## config.mk

```make
export PLATFORM = sky130hd
export DESIGN_NAME = rlh_host_ctrl
export DESIGN_NICKNAME = d
export VERILOG_FILES = /design/src/rlh_pkg.sv /design/src/rlh_init_if.sv /design/src/rlh_host_ctrl.sv /design/src/rlh_init_seq.sv
export SDC_FILE = /design/constraint.sdc
export NUM_CORES = 1
export LEC_CHECK = 0
export BUFFER_PORTS_ARGS = -buffer_cell sky130_fd_sc_hd__buf_2
export CAP_MARGIN = 5
export CORE_MARGIN = 1.5
export CORE_UTILIZATION = 50
export CTS_BUF_LIST = sky130_fd_sc_hd__clkbuf_8
export DETAILED_ROUTE_END_ITERATION = 10
export PLACE_DENSITY = 0.73
export SLEW_MARGIN = 10
export SYNTH_ARGS = -nofsm -noshare
export SYNTH_HDL_FRONTEND = slang
export SYNTH_SLANG_ARGS = --single-unit
```

## constraint.sdc

```tcl
create_clock -name clk -period 3.3 [get_ports clk]
set_input_delay 0.165 -clock clk [delete_from_list [all_inputs] [get_ports clk]]
set_output_delay 0.165 -clock clk [all_outputs]
set_load 0.02 [all_outputs]
```

## src/rlh_pkg.sv

```systemverilog
// Package: timing, command codes and pin encodings for the host controller
// Function
// Device drops write beats with mask high
// Write mask sampled on both strobe edges
// Command pins captured at clock rising edge
// Device output strobes toggle continuously
// Wide part: strobe pairs cover halves
// Mid part: strobe pairs cover halves
// Narrow part: first strobe pair only
// Read valid marks valid read data
// Clock starts only after supplies stable
// Only no-ops presented at initialization start
// No-ops for 200 us before mode set
// Two dummy plus one valid mode set
// Device resets logic on mode-set burst
// Burst mode sets ignore recovery time
// Dummy mode sets drive address low
// Refresh all eight banks among 1024 no-ops
// Row cycle time after refresh per bank
// Chip select high means no new command
// Write data captured on both strobe edges
package rlh_pkg;
  localparam int         CLK_NS      = 4;
  localparam int         CK_PHASES   = 4;
  localparam int         CK_NS       = CLK_NS * CK_PHASES;
  localparam int         IDLE_NS     = 200000;
  localparam int         IDLE_SLOTS  = (IDLE_NS + CK_NS - 1) / CK_NS;
  localparam int         MRS_DUMMY   = 2;
  localparam int         MRS_TOTAL   = MRS_DUMMY + 1;
  localparam int         RECOV_SLOTS = 6;
  localparam int         TRC_SLOTS   = 8;
  localparam int         INIT_NOPS   = 1024;
  localparam int         NUM_BANKS   = 8;
  localparam int         NOP_GAP     = INIT_NOPS / NUM_BANKS;
  localparam int         WL_SLOTS    = 4;
  localparam logic [1:0] PH_RISE     = 2'h0;
  localparam logic [1:0] PH_FALL     = 2'h2;
  // Pin order {cs_n, we_n, ref_n}
  localparam logic [2:0] PIN_NOP     = 3'h7;
  localparam logic [2:0] PIN_MRS     = 3'h0;
  localparam logic [2:0] PIN_REF     = 3'h2;
  localparam logic [2:0] PIN_WR      = 3'h1;
  localparam logic [2:0] PIN_RD      = 3'h3;

  typedef enum logic [2:0] {CMD_NOP, CMD_MRS, CMD_REF, CMD_WR, CMD_RD} rlh_cmd_t;

  function automatic logic [2:0] rlh_pins(input rlh_cmd_t c);
    case (c)
      CMD_MRS: return PIN_MRS;
      CMD_REF: return PIN_REF;
      CMD_WR:  return PIN_WR;
      CMD_RD:  return PIN_RD;
      default: return PIN_NOP;
    endcase
  endfunction
endpackage

```

## src/rlh_init_if.sv

```systemverilog
// Interface between the init sequencer and the host core
`timescale 1ns/1ps
`default_nettype none
interface rlh_init_if;
  import rlh_pkg::*;
  logic       slot;
  logic       pwr_ok;
  logic       run;
  logic       done;
  logic       mode_valid;
  logic [2:0] bank;
  rlh_cmd_t   cmd;
  modport seq  (input slot, pwr_ok, output run, done, mode_valid, bank, cmd);
  modport core (output slot, pwr_ok, input run, done, mode_valid, bank, cmd);
endinterface
`default_nettype wire

```

## src/rlh_host_ctrl.sv

```systemverilog
// Host controller: device clock, init, commands, write and read paths
`timescale 1ns/1ps
`default_nettype none
module rlh_host_ctrl
  import rlh_pkg::*;
#(
  parameter int DW     = 36,
  parameter int AW     = 21,
  parameter int IDLE_N = IDLE_SLOTS
) (
  input  wire logic            clk,
  input  wire logic            sys_rst,
  input  wire logic            clk_en,
  input  wire logic            pwr_ok,
  input  wire logic [AW-1:0]   mode_cfg,
  input  wire logic            usr_req,
  input  wire logic            usr_we,
  input  wire logic [2:0]      usr_bank,
  input  wire logic [AW-1:0]   usr_addr,
  input  wire logic [2*DW-1:0] usr_wdata,
  input  wire logic [1:0]      usr_wmask,
  output logic                 usr_ready,
  output logic                 init_done,
  output logic [DW-1:0]        rd_data,
  output logic                 rd_valid,
  output logic                 ck_p,
  output logic                 ck_n,
  output logic                 cs_n,
  output logic                 we_n,
  output logic                 ref_n,
  output logic [AW-1:0]        addr_o,
  output logic [2:0]           bank_o,
  output logic [1:0]           in_data_strobe_p,
  output logic [1:0]           in_data_strobe_n,
  output logic                 wmask_o,
  output logic [DW-1:0]        dq_o,
  output logic                 dq_oe,
  input  wire logic [DW-1:0]   dq_i,
  input  wire logic [1:0]      out_data_strobe_i,
  input  wire logic            read_valid_i
);
  localparam int HB  = DW / 2;
  localparam int TW  = $clog2(TRC_SLOTS + 1);
  localparam int WLW = $clog2(WL_SLOTS + 1);
  localparam int RW  = DW + 3;

  rlh_init_if ifc ();

  logic [1:0]      ph_reg;
  logic            pwr_s1_reg;
  logic            pwr_s2_reg;
  logic [RW-1:0]   rs1_reg;
  logic [RW-1:0]   rs2_reg;
  logic [1:0]      ods_prev_reg;
  logic [1:0]      qedge_reg;
  logic            req_pend_reg;
  logic            req_we_reg;
  logic [2:0]      req_bank_reg;
  logic [AW-1:0]   req_addr_reg;
  logic [2*DW-1:0] req_data_reg;
  logic [1:0]      req_mask_reg;
  logic            wr_pend_reg;
  logic [WLW-1:0]  wl_cnt_reg;
  logic            accept;
  logic            issue;
  logic            strobe_lvl;
  rlh_cmd_t        cur_cmd;
  logic [2:0]      cur_bank;
  logic [AW-1:0]   cur_addr;
  logic [TW-1:0]   trc_cnt [NUM_BANKS];

  rlh_init_seq #(
    .IDLE_N (IDLE_N)
  ) u_seq (
    .clk     (clk),
    .sys_rst (sys_rst),
    .clk_en  (clk_en),
    .ifc     (ifc.seq)
  );

  // Synchronisers for supply status and read pins
  always_ff @(posedge clk) begin
    if (sys_rst) begin
      pwr_s1_reg <= 1'h0;
      pwr_s2_reg <= 1'h0;
      rs1_reg    <= '0;
      rs2_reg    <= '0;
      ods_prev_reg <= 2'h0;
      qedge_reg  <= 2'h0;
    end else if (clk_en) begin
      pwr_s1_reg <= pwr_ok;
      pwr_s2_reg <= pwr_s1_reg;
      rs1_reg      <= {read_valid_i, out_data_strobe_i, dq_i};
      rs2_reg      <= rs1_reg;
      ods_prev_reg <= rs2_reg[DW +: 2];
      qedge_reg    <= rs2_reg[DW +: 2] ^ ods_prev_reg;
    end
  end

  assign ifc.pwr_ok = pwr_s2_reg;
  assign ifc.slot   = ifc.run && clk_en && (ph_reg == PH_FALL);
  assign strobe_lvl = ifc.run && (ph_reg[0] ^ ph_reg[1]);

  // Device clock and quarter-shifted data strobes
  always_ff @(posedge clk) begin
    if (sys_rst) begin
      ph_reg <= 2'h0;
      ck_p   <= 1'h0;
      ck_n   <= 1'h1;
      in_data_strobe_p <= 2'h0;
      in_data_strobe_n <= 2'h3;
    end else if (clk_en) begin
      if (ifc.run) begin
        ph_reg <= ph_reg + 2'h1;
      end
      ck_p <= ifc.run && !ph_reg[1];
      ck_n <= !(ifc.run && !ph_reg[1]);
      in_data_strobe_p <= {2{strobe_lvl}};
      in_data_strobe_n <= {2{!strobe_lvl}};
    end
  end

  assign accept = usr_req && usr_ready;
  assign issue  = ifc.slot && ifc.done && req_pend_reg
                  && (trc_cnt[req_bank_reg] == '0);

  // Command source: sequencer during init, user afterwards
  always_comb begin
    cur_cmd  = ifc.cmd;
    cur_bank = ifc.bank;
    cur_addr = ifc.mode_valid ? mode_cfg : '0;
    if (ifc.done) begin
      cur_cmd  = issue ? (req_we_reg ? CMD_WR : CMD_RD) : CMD_NOP;
      cur_bank = req_bank_reg;
      cur_addr = req_addr_reg;
    end
  end

  // Command pins change at the falling edge of the device clock
  always_ff @(posedge clk) begin
    if (sys_rst) begin
      {cs_n, we_n, ref_n} <= PIN_NOP;
      addr_o              <= '0;
      bank_o              <= 3'h0;
    end else if (ifc.slot) begin
      {cs_n, we_n, ref_n} <= rlh_pins(cur_cmd);
      addr_o              <= cur_addr;
      bank_o              <= cur_bank;
    end
  end

  // User request holding register
  always_ff @(posedge clk) begin
    if (sys_rst) begin
      req_pend_reg <= 1'h0;
      req_we_reg   <= 1'h0;
      req_bank_reg <= 3'h0;
      req_addr_reg <= '0;
      req_data_reg <= '0;
      req_mask_reg <= 2'h0;
      usr_ready    <= 1'h0;
      init_done    <= 1'h0;
    end else if (clk_en) begin
      if (accept) begin
        req_pend_reg <= 1'h1;
        req_we_reg   <= usr_we;
        req_bank_reg <= usr_bank;
        req_addr_reg <= usr_addr;
        req_data_reg <= usr_wdata;
        req_mask_reg <= usr_wmask;
      end else if (issue) begin
        req_pend_reg <= 1'h0;
      end
      usr_ready <= ifc.done && !accept && !req_pend_reg && !wr_pend_reg;
      init_done <= ifc.done;
    end
  end

  // Write burst: two beats against the data strobes
  always_ff @(posedge clk) begin
    if (sys_rst) begin
      wr_pend_reg <= 1'h0;
      wl_cnt_reg  <= '0;
      dq_o        <= '0;
      dq_oe       <= 1'h0;
      wmask_o     <= 1'h0;
    end else if (clk_en) begin
      if (issue && req_we_reg) begin
        wr_pend_reg <= 1'h1;
        wl_cnt_reg  <= WLW'(WL_SLOTS);
      end else if (wr_pend_reg && ph_reg == PH_RISE) begin
        if (wl_cnt_reg != '0) begin
          wl_cnt_reg <= wl_cnt_reg - 1'b1;
        end else begin
          dq_o    <= req_data_reg[DW-1:0];
          wmask_o <= req_mask_reg[0];
          dq_oe   <= 1'h1;
        end
      end else if (wr_pend_reg && dq_oe && ph_reg == PH_FALL) begin
        dq_o        <= req_data_reg[2*DW-1:DW];
        wmask_o     <= req_mask_reg[1];
        wr_pend_reg <= 1'h0;
      end else if (ph_reg == PH_RISE) begin
        dq_oe <= 1'h0;
      end
    end
  end

  // Per-bank row cycle spacing
  generate
    for (genvar b = 0; b < NUM_BANKS; b++) begin : g_trc
      always_ff @(posedge clk) begin
        if (sys_rst) begin
          trc_cnt[b] <= '0;
        end else if (ifc.slot) begin
          if (cur_cmd inside {CMD_REF, CMD_RD, CMD_WR}
              && cur_bank == 3'(b)) begin
            trc_cnt[b] <= TW'(TRC_SLOTS - 1);
          end else if (trc_cnt[b] != '0) begin
            trc_cnt[b] <= trc_cnt[b] - 1'b1;
          end
        end
      end
    end
  endgenerate

  // Read capture on output strobe edges while read valid is high
  always_ff @(posedge clk) begin
    if (sys_rst) begin
      rd_data  <= '0;
      rd_valid <= 1'h0;
    end else if (clk_en) begin
      for (int i = 0; i < DW; i++) begin
        if (qedge_reg[(DW > 9 && i >= HB) ? 1 : 0] && rs2_reg[DW + 2]) begin
          rd_data[i] <= rs2_reg[i];
        end
      end
      rd_valid <= qedge_reg[0] && rs2_reg[DW + 2];
    end
  end
endmodule
`default_nettype wire

```

## src/rlh_init_seq.sv

```systemverilog
// Power-up initialization sequencer
`timescale 1ns/1ps
`default_nettype none
module rlh_init_seq
  import rlh_pkg::*;
#(
  parameter int IDLE_N = IDLE_SLOTS
) (
  input  wire logic clk,
  input  wire logic sys_rst,
  input  wire logic clk_en,
  rlh_init_if.seq   ifc
);
  localparam int CW = $clog2(IDLE_N + NOP_GAP + RECOV_SLOTS + 1);

  typedef enum {S_OFF, S_IDLE, S_MRS, S_RECOV, S_REF, S_DONE} rlh_state_t;
  rlh_state_t    state_reg;
  logic [CW-1:0] cnt_reg;
  logic [3:0]    bank_reg;

  always_ff @(posedge clk) begin
    if (sys_rst) begin
      state_reg <= S_OFF;
      cnt_reg   <= '0;
      bank_reg  <= 4'h0;
    end else if (clk_en) begin
      case (state_reg)
        S_OFF: begin
          if (ifc.pwr_ok) state_reg <= S_IDLE;
        end
        S_IDLE: begin
          if (ifc.slot) begin
            if (cnt_reg == CW'(IDLE_N - 1)) begin
              state_reg <= S_MRS;
              cnt_reg   <= '0;
            end else begin
              cnt_reg <= cnt_reg + 1'b1;
            end
          end
        end
        S_MRS: begin
          if (ifc.slot) begin
            if (cnt_reg == CW'(MRS_TOTAL - 1)) begin
              state_reg <= S_RECOV;
              cnt_reg   <= '0;
            end else begin
              cnt_reg <= cnt_reg + 1'b1;
            end
          end
        end
        S_RECOV: begin
          if (ifc.slot) begin
            if (cnt_reg == CW'(RECOV_SLOTS - 1)) begin
              state_reg <= S_REF;
              cnt_reg   <= '0;
            end else begin
              cnt_reg <= cnt_reg + 1'b1;
            end
          end
        end
        S_REF: begin
          if (ifc.slot) begin
            if (cnt_reg == '0) begin
              cnt_reg  <= CW'(NOP_GAP);
              bank_reg <= bank_reg + 4'h1;
            end else if (cnt_reg == CW'(1) && bank_reg == 4'(NUM_BANKS)) begin
              state_reg <= S_DONE;
            end else begin
              cnt_reg <= cnt_reg - 1'b1;
            end
          end
        end
        default: begin
          state_reg <= S_DONE;
        end
      endcase
    end
  end

  // Command for the current slot
  always_comb begin
    ifc.cmd = CMD_NOP;
    if (state_reg == S_MRS) begin
      ifc.cmd = CMD_MRS;
    end else if (state_reg == S_REF && cnt_reg == '0) begin
      ifc.cmd = CMD_REF;
    end
  end

  assign ifc.bank       = bank_reg[2:0];
  assign ifc.mode_valid = (state_reg == S_MRS) && (cnt_reg == CW'(MRS_DUMMY));
  assign ifc.run        = (state_reg != S_OFF);
  assign ifc.done       = (state_reg == S_DONE);
endmodule
`default_nettype wire

```

==> metrics.md <==
| Metric | Value |
|---|---|
| Drt total wl | 45700 um |
| Kind of critical path | flip-flop to flip-flop |
| Root Buffer | clkbuf_8 |
| Count leader, synth | nand2_1 |
| TritonCTS clock tree | yes |
| WL per Instance | 17.5 um |
| Gates resized, CTS repair | 0 |
| Vias | 14800 |
| Critical Path AT | 3.37 ns |
| Finish-stage setup viols | 0 |
| HP Start | usr_req |
| Starting density of the core | ~50% |
| Minimum clock period | 3.14 ns |
| Clock power share | 44.2% |
| Post-CTS setup buffers | 0 |
| CTS buffer count | 58 |
| Area growth, synth to finish | 30.2% |
| DP HPWL | 26700 um |
| Max stage delay on crit path | 0.46 ns |
| Crit. Startpoint | ph_reg[0] |
| Post-synth ARST share | 0% |
| Fill count | 2329 |
| Skew-Pair Late Insertion Delay | 0.61 ns |
| Switch Pwr | around 2.1 mW |
| Syn Nets | 1961 |
| Internal power | 6.88 mW |
| Drt drc | 0 |
| Area share of the largest cell type after synthesis | between 40 and 50% |
| Cell family with most CP delay | compound AO/OA/AOI/OAI gates |
| Worst setup path end | trc_cnt[0][0] |
| Max clock buf depth | 3 |
| Worst Tran Pin Value | roughly 1.2 ns |
| Max Cap Violations | 0 |
| Max FO, Critical Path | 8 |
| Outcome | complete, no violations |
| Clk slew on worst S/H paths | 0.06 ns |
| Leak | 8.03 nW |
| FMAX | about 320 MHz |
| Slew headroom | 17.8% |
| Register area | about 7400 sq um |
| Placer Congestion | 0.887 |
| Max reg flops | 72 |
| Critical path depth | 8 |
| Crit-path cells | inv_1 > ha_1 > nand2_1 > or3_1 > a31oi_1 > a311oi_2 > or2_2 > o221ai_1 |
| Mux cell area share after synthesis | 6.52% |
| 1st-iter DRT viols | about 1300 |
| Tcrit/Tclk final | 95.2% |
| TNS Setup | 0 ns |
| Largest family of logic cells by synthesized area | simple AND/OR/NAND/NOR gates |
| Yosys top cell by area | dfxtp_1 |
| FF-to-FF path depth | 8 |
| Vias/cell | 5.67 |
| Mapped Avg Cell Area | about 8.6 sq um |
| Crit path buf inv count | 1 |
| Synth Area in Adders | 1.64% |
| Comb pwr share | 6.4% |
| CTS sink count | 354 |
| Xor and xnor fraction of the mapped netlist area | 0.806% |
| Power Dens Cells | 455 nW/um^2 |
| ANT nets after route | 0 |
| Critical path data required time | about 3.5 ns |
| Netlist cell types | 71 |
| Total power | around 9 mW |
| Hold Path Class | primary input to flip-flop |
| Die Height | 177 um |
| Final clock skew | 0.0217 ns |
| First-pass GRT wire length | 73200 um |
| YS warnings | 0 |
| Crit start category | flip-flop |
| Synthesized area | 15200 sq um |
| Seq/Total Area, Yosys | about half |
| H-tree levels | 2 |
| Congestion Overflow GR | 0 |
| DRT Pass-1 Iters | 7 |
| RSZ-0062 raised after global routing | no |
| Initial antenna violation count | 0 |
| # IOs | 274 |
| Reg-to-reg slack, setup | roughly 0.16 ns |
| #FFs+latches synth | roughly 350 |
| Hold Vio Cnt, Final | 0 |
| Synthesized-area fraction occupied by and/or/nand/nor cells | 20.4% |
| Multi-input gate area | a little over 7000 sq um |
| Largest net degree at the start of global routing | 209 |
| Synth Area in Compound Gates | 17.3% |
| Max Slew Vio Count | 0 |
| VDD IR max | roughly 380 uV |
| Die W | around 180 um |
| Reg-to-Reg End | trc_cnt[0][0] |
| Total die area | 31500 sq um |
| Mapped Cells | 1777 |
| NumNets Final | 2364 |
| Min Hold Slack | 0.142 ns |
| Placeable core area | 29800 sq um |
| Post-synth EDFFs | 32 |
| IO Port Bufs | between 200 and 300 |
| Num rows | 63 |
| Area contributors post-synth | dfxtp_1, nand2_1, a21oi_1, edfxtp_1, mux2i_1 |
| Aggregate global-route resource usage | around 29% |
| Synth top cells by count | nand2_1, dfxtp_1, a21oi_1 |
| Vias in the first global route | 14600 |
| Layout cells sized above 1 | 20.3% |
| Top_reg_cell synth | dfxtp_1 |
| Switching share of power | between 20% and 30% |
| Worst setup EP type | flip-flop |
| Reg-to-Reg Start | ph_reg[0] |
| Sequential share of power | slightly below 50% |
| Slowest cell on crit path | a31oi_1 |
==> power groups by stage <==
stage | Sequential [mW] | Combinational [mW] | Clock [mW]
5_1_grt | 4.45 | 0.625 | 4.25
2_1_floorplan | 4.52 | 0.259 | 0
3_3_place_gp | 4.53 | 0.406 | 0
4_1_cts | 4.45 | 0.565 | 4.04
6_report | 4.45 | 0.580 | 3.98
3_5_place_dp | 4.54 | 0.412 | 0
==> how the worst min path moves through the flow <==
stage / to / slack (ns) / depth (start not counted)
floorplan: addr_o[0] / 0.27 / 2
global placement: addr_o[4] / 0.36 / 3
detailed placement: addr_o[17] / 0.37 / 3
CTS: usr_ready / 0.08 / 5
global route: usr_ready / 0.13 / 5
finish: usr_ready / 0.14 / 5
==> stage by stage <==
step	utilization (%)	worst slack (ns)	instances	instance area [sq um]
6_report	66.5	0.159	2620	19800
5_1_grt	66.5	0.0602	2619	19800
4_1_cts	66.5	0.231	2619	19800
3_5_place_dp	56.3	0.260	2330	16800
3_3_place_gp	56.3	0.406	2330	16800
2_1_floorplan	-	0.714	1777	15200
==> worst register-to-register path, delay by kind of cell (launching register included) <==
family | cells | cell delay [ns]
AOI/OAI and AO/OA | 3 | 1.06
adders and majority gates | 1 | 0.28
buffers and inverters | 1 | 0.13
DFF | 1 | 0.30
and+or+nand+nor | 3 | 1.01
==> cell families after synthesis <==
| family | Yosys count |
|---|---|
| compound gates | 404 |
| xor+xnor | 14 |
| fa+ha+maj | 20 |
| buf+inv | 175 |
| flops | 354 |
| mux | 98 |
| simple gates | 712 |
==> layout by cell type, fill, tap and decap left out, types with 6 or more instances in the layout <==
cell and count:
a211oi_1 7, a21o_1 7, a21oi_1 239, a311oi_1 7, a311oi_2 31, a31oi_1 16
and2_1 6, and3_1 30, buf_2 271, buf_4 27, clkbuf_8 70, clkinv_2 12
dfxtp_1 322, dlygate4sd3_1 180, edfxtp_1 32, ha_1 20, inv_1 57, mux2_2 9
mux2i_1 89, nand2_1 389, nand3_1 66, nand4_1 10, nor2_1 133, nor3_1 20
nor3b_1 7, nor4_1 8, o21ai_0 38, o31ai_1 6, or2_2 8, or3_1 7
xnor2_1 10
==> routing by layer <==
| metal | vias to the layer above | GRT usage [%] | wire length (um) |
|---|---|---|---|
| met4 | 0 | 13.4 | 1970 |
| met2 | 686 | 46.8 | 21800 |
| li1 | 7002 | - | - |
| met5 | - | 0 | 0 |
| met3 | 185 | 7.75 | 3490 |
| met1 | 6973 | 34.9 | 18500 |
==> layout make-up <==
type,instances,share of cell area [%]
repair buffers,481,17.2
clock inverters,39,1.35
inverters,37,0.701
diodes,1,0.0126
well taps,390,2.46
flip-flops and latches,354,37.4
clock buffers,70,4.86
multi-input cells,1248,36.0
==> what timing repair did <==
action,4_1_cts,5_1_grt
endpoints found under the setup margin,0,0
hold endpoints to repair,174,0
hold buffers,180,0
Power figures use the tool's default switching activity.
